### config.mk
export PLATFORM = sky130hd
export DESIGN_NAME = lcd_segment_driver_control
export DESIGN_NICKNAME = d
export VERILOG_FILES = /design/src/pkg/lcd_pkg.sv /design/src/hw/lcd_segment_driver_control.sv /design/src/hw/lcd_clock_divider.sv
export SDC_FILE = /design/constraint.sdc
export NUM_CORES = 1
export LEC_CHECK = 0
export ABC_CLOCK_PERIOD_IN_PS = 2420
export BUFFER_PORTS_ARGS = -buffer_cell sky130_fd_sc_hd__buf_2
export CAP_MARGIN = 30
export CORE_MARGIN = 5
export CORE_UTILIZATION = 32
export DETAILED_ROUTE_END_ITERATION = 7
export PLACE_DENSITY_LB_ADDON = 0.2
export SKIP_LAST_GASP = 1
export SYNTH_ARGS = -nofsm -noshare
export SYNTH_HDL_FRONTEND = slang
export SYNTH_HIERARCHICAL = 1
export SYNTH_SLANG_ARGS = --single-unit
### constraint.sdc
create_clock -name ref_clk -period 2.42 [get_ports ref_clk]
set_input_delay 0.484 -clock ref_clk [delete_from_list [all_inputs] [get_ports ref_clk]]
set_output_delay 0.484 -clock ref_clk [all_outputs]
set_load 0.005 [all_outputs]
### src/pkg/lcd_pkg.sv
// Constants and types shared by the segment display controller and its clock divider.
// Assumes register indices are word indices: byte address is four times the index.
package lcd_pkg;

    // ==========================================================================
    // Register map (word indices)
    localparam int            IDX_W                = 8;
    localparam logic [7:0]    IDX_DISPLAY_CONTROL  = 8'h13;
    localparam logic [7:0]    IDX_DUTY_CLOCK       = 8'h14;
    localparam logic [7:0]    IDX_SEG_PIN_SELECT   = 8'h15;
    localparam logic [7:0]    IDX_RAM_FIRST        = 8'h50;
    localparam logic [7:0]    IDX_RAM_LAST         = 8'h67;
    localparam logic [7:0]    IDX_STATUS           = 8'h70;

    // ==========================================================================
    // Field positions and reset values
    localparam int            CTRL_DISPLAY_BIT     = 0;
    localparam int            CTRL_POWER_BIT       = 1;
    localparam int            CTRL_LOWPOWER_BIT    = 2;
    localparam logic [3:0]    CTRL_RESET           = 4'h0;
    localparam logic [3:0]    DUTY_CLOCK_RESET     = 4'h0;
    localparam logic [3:0]    SEG_SELECT_RESET     = 4'h0;

    // ==========================================================================
    // Geometry
    localparam int            SEG_COUNT            = 24;
    localparam int            COM_COUNT            = 4;
    localparam int            GROUP_COUNT          = 4;
    localparam int            GROUP_W              = 4;

    // ==========================================================================
    // Display clock division ratios, counted in source ticks
    localparam logic [12:0]   DIV_SUBCLOCK_64      = 13'h0040;
    localparam logic [12:0]   DIV_INSTR_256        = 13'h0100;
    localparam logic [12:0]   DIV_INSTR_2048       = 13'h0800;
    localparam logic [12:0]   DIV_INSTR_4096       = 13'h1000;
    localparam logic [12:0]   DIV_SUBCLOCK_512     = 13'h0200;

    typedef enum logic [1:0] {
        subclock_div64        = 2'b00,
        instr_clock_div256    = 2'b01,
        instr_clock_div2048   = 2'b10,
        timer_dependent_clock = 2'b11
    } clk_sel_t;

    typedef enum logic [1:0] {
        duty_quarter = 2'b00,
        duty_third   = 2'b01,
        duty_half    = 2'b10,
        duty_static  = 2'b11
    } duty_t;

endpackage

### src/hw/lcd_segment_driver_control.sv
// Segment display controller: APB registers, display memory and common/segment scan.
// Assumes instruction and subclock ticks are one-cycle pulses synchronous to ref_clk.
`timescale 1ns/100ps
module lcd_segment_driver_control
    import lcd_pkg::*;
#(
    parameter int ADDR_W = 10
)
(
    // Clock and reset
    input  wire logic                   ref_clk,
    input  wire logic                   reset_n,
    // APB slave
    input  wire logic [ADDR_W-1:0]      paddr,
    input  wire logic                   psel,
    input  wire logic                   penable,
    input  wire logic                   pwrite,
    input  wire logic [31:0]            pwdata,
    output logic      [31:0]            prdata,
    output logic                        pready,
    output logic                        pslverr,
    // System timing and mode
    input  wire logic                   instr_tick,
    input  wire logic                   sub_tick,
    input  wire logic                   timer_a_mode_high_bit,
    input  wire logic                   low_power_mode,
    // Panel side
    output logic      [COM_COUNT-1:0]   common_line,
    output logic      [SEG_COUNT-1:0]   segment_line,
    output logic      [GROUP_COUNT-1:0] segment_pin_en,
    output logic                        drive_power_switch,
    output logic                        pins_grounded
);

    // ==========================================================================
    // Registers and storage
    logic [3:0]           display_control_reg;
    logic [3:0]           duty_clock_reg;
    logic [3:0]           segment_pin_select_reg;
    logic [3:0]           disp_ram_reg [SEG_COUNT];
    logic [1:0]           phase_reg;
    logic [1:0]           phase_next;
    logic [SEG_COUNT-1:0] seg_next;
    logic                 display_tick;

    // ==========================================================================
    // APB decode
    wire [IDX_W-1:0] idx       = paddr[ADDR_W-1:2];
    wire             setup     = psel && !penable;
    wire             access    = psel && penable && pready;
    wire             hit_ctrl  = (idx == IDX_DISPLAY_CONTROL);
    wire             hit_duty  = (idx == IDX_DUTY_CLOCK);
    wire             hit_sel   = (idx == IDX_SEG_PIN_SELECT);
    wire             hit_stat  = (idx == IDX_STATUS);
    wire             hit_ram   = (idx >= IDX_RAM_FIRST) && (idx <= IDX_RAM_LAST);
    wire             mapped    = hit_ctrl || hit_duty || hit_sel || hit_stat || hit_ram;
    wire [IDX_W-1:0] ram_off   = idx - IDX_RAM_FIRST;
    wire [4:0]       ram_idx   = ram_off[4:0];
    wire             wr_ok     = access && pwrite && mapped;
    wire [3:0]       status    = {low_power_mode, pins_grounded, phase_reg};
    // Control registers are write-only and read back as zero
    wire [3:0]       rd_nibble = hit_ram  ? disp_ram_reg[ram_idx] :
                                 hit_stat ? status : 4'h0;

    always_ff @(posedge ref_clk or negedge reset_n) begin
        if (!reset_n) begin
            pready  <= 1'b0;
            prdata  <= 32'h0000_0000;
            pslverr <= 1'b0;
        end else begin
            // Zero wait states: answer is prepared in the setup cycle
            pready  <= 1'b1;
            if (setup) begin
                prdata  <= {28'h000_0000, rd_nibble};
                pslverr <= !mapped;
            end
        end
    end

    always_ff @(posedge ref_clk or negedge reset_n) begin
        if (!reset_n) begin
            display_control_reg    <= CTRL_RESET;
            duty_clock_reg         <= DUTY_CLOCK_RESET;
            segment_pin_select_reg <= SEG_SELECT_RESET;
        end else if (wr_ok) begin
            if (hit_ctrl)
                display_control_reg    <= {1'b0, pwdata[2:0]};
            if (hit_duty)
                duty_clock_reg         <= pwdata[3:0];
            if (hit_sel)
                segment_pin_select_reg <= pwdata[3:0];
        end
    end

    // Display memory is written only by software; the scan reads it directly
    always_ff @(posedge ref_clk) begin
        if (wr_ok && hit_ram)
            disp_ram_reg[ram_idx] <= pwdata[3:0];
    end

    // ==========================================================================
    // Display clock
    lcd_clock_divider u_divider (
        .ref_clk               (ref_clk),
        .reset_n               (reset_n),
        .clock_select          (clk_sel_t'(duty_clock_reg[3:2])),
        .timer_a_mode_high_bit (timer_a_mode_high_bit),
        .instr_tick            (instr_tick),
        .sub_tick              (sub_tick),
        .display_tick          (display_tick)
    );

    // ==========================================================================
    // Common phase scan
    wire duty_t duty       = duty_t'(duty_clock_reg[1:0]);
    wire [1:0]  last_phase = (duty == duty_quarter) ? 2'd3 :
                             (duty == duty_third)   ? 2'd2 :
                             (duty == duty_half)    ? 2'd1 : 2'd0;
    wire        grounded   = low_power_mode && !display_control_reg[CTRL_LOWPOWER_BIT];
    wire        show       = display_control_reg[CTRL_DISPLAY_BIT] && !grounded;

    always_comb begin
        // A duty change can leave the phase beyond the new last one
        if (phase_reg > last_phase)
            phase_next = 2'd0;
        else if (display_tick)
            phase_next = (phase_reg == last_phase) ? 2'd0 : phase_reg + 2'd1;
        else
            phase_next = phase_reg;
    end

    // ==========================================================================
    // Segment data per line; lines in unselected port groups stay low
    for (genvar s = 0; s < SEG_COUNT; s++) begin : g_seg
        localparam int GRP = s / GROUP_W;
        wire group_on = (GRP >= GROUP_COUNT) ? 1'b1 : segment_pin_select_reg[GRP % GROUP_COUNT];
        assign seg_next[s] = show && group_on && disp_ram_reg[s][phase_reg];
    end

    always_ff @(posedge ref_clk or negedge reset_n) begin
        if (!reset_n) begin
            phase_reg          <= 2'd0;
            common_line        <= 4'h0;
            segment_line       <= 24'h00_0000;
            segment_pin_en     <= 4'h0;
            drive_power_switch <= 1'b0;
            pins_grounded      <= 1'b0;
        end else begin
            phase_reg          <= phase_next;
            common_line        <= grounded ? 4'h0 : (4'h1 << phase_reg);
            segment_line       <= seg_next;
            segment_pin_en     <= segment_pin_select_reg;
            drive_power_switch <= display_control_reg[CTRL_POWER_BIT] && !grounded;
            pins_grounded      <= grounded;
        end
    end
endmodule

### src/hw/lcd_clock_divider.sv
// Display clock divider: turns instruction or subclock ticks into a display tick.
// Assumes both source ticks are one-cycle pulses synchronous to ref_clk.
`timescale 1ns/100ps
module lcd_clock_divider
    import lcd_pkg::*;
(
    // Clock and reset
    input  wire logic        ref_clk,
    input  wire logic        reset_n,
    // Selection
    input  wire clk_sel_t    clock_select,
    input  wire logic        timer_a_mode_high_bit,
    // Source ticks
    input  wire logic        instr_tick,
    input  wire logic        sub_tick,
    // Result
    output logic             display_tick
);

    // ==========================================================================
    // Source and ratio decode
    logic [12:0] limit;
    logic [12:0] count_reg;
    clk_sel_t    sel_prev_reg;
    logic        tma_prev_reg;

    wire   use_sub  = (clock_select == subclock_div64) ||
                      ((clock_select == timer_dependent_clock) && timer_a_mode_high_bit);
    wire   src_tick = use_sub ? sub_tick : instr_tick;
    // Restart on any change so the first period after a switch is a full one
    wire   changed  = (sel_prev_reg != clock_select) || (tma_prev_reg != timer_a_mode_high_bit);
    wire   at_end   = (count_reg == limit - 13'h0001);

    always_comb begin
        unique case (clock_select)
            subclock_div64:      limit = DIV_SUBCLOCK_64;
            instr_clock_div256:  limit = DIV_INSTR_256;
            instr_clock_div2048: limit = DIV_INSTR_2048;
            timer_dependent_clock: begin
                limit = timer_a_mode_high_bit ? DIV_SUBCLOCK_512 : DIV_INSTR_4096;
            end
        endcase
    end

    // ==========================================================================
    // Counter
    always_ff @(posedge ref_clk or negedge reset_n) begin
        if (!reset_n) begin
            count_reg    <= 13'h0000;
            sel_prev_reg <= subclock_div64;
            tma_prev_reg <= 1'b0;
            display_tick <= 1'b0;
        end else begin
            sel_prev_reg <= clock_select;
            tma_prev_reg <= timer_a_mode_high_bit;
            display_tick <= src_tick && at_end && !changed;
            if (changed)
                count_reg <= 13'h0000;
            else if (src_tick)
                count_reg <= at_end ? 13'h0000 : count_reg + 13'h0001;
        end
    end
endmodule

==> results of run 1 <==
[per-layer routing]
metal / wire, um / track usage / vias to the layer above
met5: 0 / 0 / -
met4: 272 / 0.0405 / 0
met3: 955 / 0.0324 / 22
met2: 9410 / 0.241 / 131
met1: 8310 / 0.190 / 2507
li1: - / - / 2244
[cell families after synthesis]
| kind of cell | Yosys count | share of synthesized area |
|---|---|---|
| flip-flops | 166 | 0.604 |
| AO/OA/AOI/OAI | 68 | 0.0608 |
| AND/OR/NAND/NOR | 159 | 0.112 |
| multiplexers | 86 | 0.153 |
| buffers and inverters | 64 | 0.0507 |
| XOR/XNOR | 6 | 0.00685 |
| adder cells (fa/ha/maj) | 7 | 0.0114 |
| other | 2 | 0.000979 |
[how the worst max path moves through the flow]
stage / start / to / slack (ns)
floorplan: paddr[6] / disp_ram_reg[8][0] / 0.22
detailed placement: paddr[6] / disp_ram_reg[0][1] / 0.05
global placement: paddr[6] / disp_ram_reg[0][0] / 0.1
CTS: duty_clock_reg[2] / u_divider/count_reg[12] / 0.36
finish: duty_clock_reg[2] / u_divider/count_reg[10] / 0.35
global route: duty_clock_reg[2] / u_divider/count_reg[10] / 0.11
[report_power, final]
part           internal [mW]  switching (mW)
clock network           1.43            1.34
logic                  0.108           0.203
registers               3.01          0.0141
total                   4.55            1.56
[cells in the mapped netlist, types with 2 or more instances]
master    count
a21oi_1      22
a22oi_1      25
a31oi_1       4
and2_1        9
and3_1       29
buf_2         8
buf_4        33
buf_6         2
clkbuf_1     10
conb_1        2
dfrtp_1      70
edfxtp_1     96
ha_1          7
inv_1        10
mux2_2       13
mux2i_1      49
mux4_2       24
nand2_1      19
nand2b_1      4
nand3_1      28
nand3b_1      3
nand4_1       2
nor2_1       34
nor2b_1       3
nor3_1        5
nor4_1        2
o21ai_0       6
or2_2         3
or3_1         4
or4_1         5
or4b_1        3
xnor2_1       4
xor2_1        2
[what timing repair did]
action	CTS	global route
endpoints found under the hold margin	0	5
setup endpoints to repair	0	0
hold buffers	0	1
setup buffers	0	0
[metrics by stage]
stage               setup WS, ns  cell area, sq um   util  cells
floorplan                  0.221              7780      -    585
global placement          0.0994              8490  0.361    954
detailed placement        0.0471              8500  0.361    955
CTS                        0.360              9140  0.388    987
global route               0.111              9180  0.390    989
finish                     0.355              9180  0.390    989
[layout make-up]
class	instances	area, sq um
fillers	2245	14400
flip-flops and latches	166	4630
repair buffers	107	716
inverters	10	37.5
clock inverters	15	215
multi-input cells	355	2750
well taps	319	399
clock buffers	17	425
==> results.toml, run 1 <==
[yosys]
synth.avg_cell_area_sq_um = 13.8
yosys_warnings = 6
synthTopCellsByArea = "edfxtp_1, dfrtp_1, mux4_2"
synth.distinct_cells = 51
synth_cells = 558
syn_area_sq_um = 7670
yosys.area.top_type = "edfxtp_1"
synth_top_area_frac = 0.376
async_flop_share = 0.422
ys.flop_type = "edfxtp_1"
ys_seq_elements = 166
synth_seq_area_share = 0.604
synth_edf_count = 96

[global_routing]
grt_pass1_wl_mm = 29.7
grt_pass1_vias = 5171
grtUsageTotal = 0.145
grt.overflow.total = 0
grt_max_degree = 71
antenna_found_initial = 0

[clock_tree]
clkTransAtPathRegs_ns = 0.07
cts_tree = "done"
htree_levels = 4
numCtsBuffers = 17
cts_sinks = 166
clockBufferDepth = 2
cts_resized = 0
cts-root-buf = "clkbuf_16"
clock_latency_ns = 0.44

[finish]
final_cell_mix = "edfxtp_1, dfrtp_1, buf_2, mux2i_1, buf_4"
layout-drive-gt1-share = 0.279
final_common_cell = "edfxtp_1"
area_growth_pct = 19.6
n_antenna_cell = 0
nNetsFinal = 715
largest_reg_flops = 96

[routing]
wl_per_cell_um = 19.2
vias = 4904
ant_nets = 0
totalWireLength_mm = 19.0
via_per_inst = 4.96
first_iter_violations = 279
remaining_drc_errors = 0
first_pass_iters = 5

[setup_path]
crit_path_top_delay_cell = "dfrtp_1"
reg2reg_from = "duty_clock_reg[2]"
r2r-end = "u_divider/count_reg[10]"
crit_chain = "a21oi_2 > a311oi_2 > o21ai_2 > or4b_1 > a21oi_1"
rr_worst_depth = 5
worstSetupPathType = "register to register"
critPathMaxStageDelay_ns = 0.58
critPathBufInv = 0
path_depth = 5
cp-end-kind = "register"
worst_setup_path_start_kind = "register"
worstPathArrival_ns = 2.41
r2r_slack_ns = 0.35
crit_family = "compound AO/OA/AOI/OAI gates"
path_max_fanout = 10
cp.required_ns = 2.76

[power_and_ir_drop]
fin_total_pwr_mw = 6.11
power_leakage_nw = 3.84
powerDensity_nw_per_um2 = 665
vdd_drop_max_v = 0.000501

[floorplan]
placementRows = 56
dieArea_sq_um = 27200
coreArea_sq_um = 23500
die_width_um = 165
ios = 119
start_util = 0.326
die-height_um = 165

[sta]
tightest_slew_ns = 0.628
setup_tns_ns = 0
relSlewSlack = 0.582
fmax_ghz = 0.484
drv_slew = 0
fin_crit_sh = 0.853
fin_crit_ns = 2.07
finClkSkew_ns = 0.0150
setup_viol = 0
rsz0062_at_grt = "no"
holdWs_ns = 0.258
hold_violations = 0

[hold_path]
whs_path_depth = 1
min_from = "timer_a_mode_high_bit"
hold_class = "input pin to register"
hold_end = "u_divider/tma_prev_reg"

[outcome]
status = "finished clean"

[placed_design]
portBuffers = 60
hpwlAfterDp_mm = 13.1
globalplace.congestion = 0.842

[job]
drv_cap = 0
No activity file was read; power rests on OpenSTA's default activity.
==> inputs of run 2 (changes only) <==
--- a/config.mk
+++ b/config.mk
@@ -15,5 +15,4 @@
 export SKIP_LAST_GASP = 1
 export SYNTH_ARGS = -nofsm -noshare
 export SYNTH_HDL_FRONTEND = slang
-export SYNTH_HIERARCHICAL = 1
 export SYNTH_SLANG_ARGS = --single-unit
==> results.toml, run 2 <==
[outcome]
status = "finished clean"

[setup_path]
worstSetupPathType = "register to register"
worstPathArrival_ns = 2.49
worst_setup_path_start_kind = "register"
path_max_fanout = 13
cp-end-kind = "register"
cp.required_ns = 2.77

[placed_design]
globalplace.congestion = 0.785
post-place-ws_ns = 0.0137
hpwlAfterDp_mm = 13.9
portBuffers = 60
dpl.cell_count = 991
post_dp_cell_area_sq_um = 9220

[clock_tree]
cts-root-buf = "clkbuf_16"
cts_sinks = 182
cts_tree = "done"
numCtsBuffers = 17
clkTransAtPathRegs_ns = 0.07
htree_levels = 4
cts_resized = 0
clockBufferDepth = 2
clock_latency_ns = 0.43

[sta]
fin_crit_ns = 2.14
hold_violations = 0
setup_viol = 0
relSlewSlack = 0.476
drv_slew = 0
fin_crit_sh = 0.883
setup_tns_ns = 0
fmax_ghz = 0.468
finalWorstSetupSlack_ns = 0.283
tightest_slew_ns = 0.786
rsz0062_at_grt = "no"
finClkSkew_ns = 0.0119

[yosys]
ys.flop_type = "edfxtp_1"
synthTopCellsByArea = "edfxtp_1, dfrtp_1, mux4_2"
post-synth-top-count-cell = "edfxtp_1"
yosys_warnings = 0
async_flop_share = 0.385
synth_seq_area_share = 0.612
syn_area_sq_um = 8350
synthTopCellsByCount = "edfxtp_1, dfrtp_1, nor2_1, mux4_2, buf_4"
synth_edf_count = 112
synth_top_area_frac = 0.403
synth_cells = 573
synth.avg_cell_area_sq_um = 14.6
yosys.area.top_type = "edfxtp_1"
ys_seq_elements = 182
synth.distinct_cells = 64

[routing]
remaining_drc_errors = 0
first_pass_iters = 5
first_iter_violations = 427
wl_per_cell_um = 19.7
vias = 5114
via_per_inst = 4.99
totalWireLength_mm = 20.2
ant_nets = 0

[power_and_ir_drop]
power_leakage_nw = 3.89
vdd_drop_max_v = 0.000426
powerDensity_nw_per_um2 = 664

[global_routing]
grt.overflow.total = 0
grt_pass1_wl_mm = 30.8
grt_max_degree = 47
grtUsageTotal = 0.141
antenna_found_initial = 2
grt_pass1_vias = 5331

[floorplan]
ios = 119
start_util = 0.322
placementRows = 59
coreArea_sq_um = 25900
dieArea_sq_um = 29400
die-height_um = 172
die_width_um = 172

[finish]
final_cell_mix = "edfxtp_1, dfrtp_1, buf_2, conb_1, nor2_1"
n_antenna_cell = 0
area_growth_pct = 17.5
instances_no_fill = 1024
nFillCells = 2445
layout-drive-gt1-share = 0.293
nNetsFinal = 734
postLayoutCellArea_sq_um = 9810
fin_util = 0.379
largest_reg_flops = 112
final_common_cell = "edfxtp_1"

[job]
drv_cap = 0

[hold_path]
hold_class = "input pin to register"
run 2: changes by cell type in the layout (fill, tap and decap cells not counted), moves of 10 or more:
| cell | change |
|---|---|
| a21oi_1 | -11 |
| a22oi_1 | -24 |
| buf_4 | -10 |
| conb_1 | +16 |
| edfxtp_1 | +16 |
| mux2i_1 | -40 |
| mux4_2 | +18 |
| nand3_1 | -12 |
run 2: cell families (layout without fill, tap and decap cells):
| family | Yosys count | after routing | synth area share |
|---|---|---|---|
| mux | 73 | 73 | 0.154 |
| xor+xnor | 6 | 6 | 0.00629 |
| compound gates | 66 | 66 | 0.0589 |
| other cells | 2 | 45 | 0.000899 |
| simple gates | 172 | 172 | 0.111 |
| buf+inv | 65 | 138 | 0.0469 |
| fa+ha+maj | 7 | 7 | 0.0105 |
| flops | 182 | 182 | 0.612 |
run 2: power breakdown:
group	internal [mW]	total, mW	switching [mW]
sequential	3.34	3.37	0.0223
clock	1.62	2.78	1.16
combinational	0.131	0.366	0.234
run 2: through the flow:
stage	hold WS, ns	power, mW
after floorplan	0.188	3.65
after detailed placement	0.417	3.80
final	0.265	6.51
after global routing	0.239	6.74
after CTS	0.233	6.60
after global placement	0.415	3.80
run 2: timing repair:
item	4_1_cts	5_1_grt
buffers inserted	0	0
hold buffers	1	0
endpoints found under the hold margin	24	0
run 2: final timing paths:
kind	from	endpoint	slack [ns]	cells past startpoint
worst max-delay path	duty_clock_reg[3]	u_divider.count_reg[3]	0.28	5
worst min-delay path	timer_a_mode_high_bit	u_divider.tma_prev_reg	0.26	1
worst max register to register	duty_clock_reg[3]	u_divider.count_reg[3]	0.28	5
worst min register to register	segment_pin_select_reg[0]	segment_pin_en[0]	0.44	0
max in group asynchronous	reset_n	segment_line[2]	1.33	3
min in group asynchronous	reset_n	segment_line[17]	0.51	2
run 2: critical path, cell delays in order, from the launching register on:
cell     delay (ns)
dfrtp_1        0.60
xnor2_1        0.17
nand3_1        0.25
nor3_2         0.68
o21ai_0        0.20
a21oi_1        0.16
run 2: routing by layer:
layer  vias to the layer above  global-route usage  wire length (um)  part of all wire
met5                         -                   0                34            0.0017
met4                         4              0.0448               333             0.016
met3                        28              0.0287              1010             0.050
met2                       161               0.231              9750              0.48
met1                      2592               0.188              9090              0.45
li1                       2329                   -                 -                 -
run 2: cell type report:
type                            count  area (sq um)  area share
Timing Repair Buffer               98           653      0.0666
Clock inverter                     13           155      0.0158
Multi-Input combinational cell    369          3010       0.307
Clock buffer                       19           433      0.0441
Sequential cell                   182          5110       0.521
Inverter                            8          30.0     0.00306
Tap cell                          335           419      0.0427
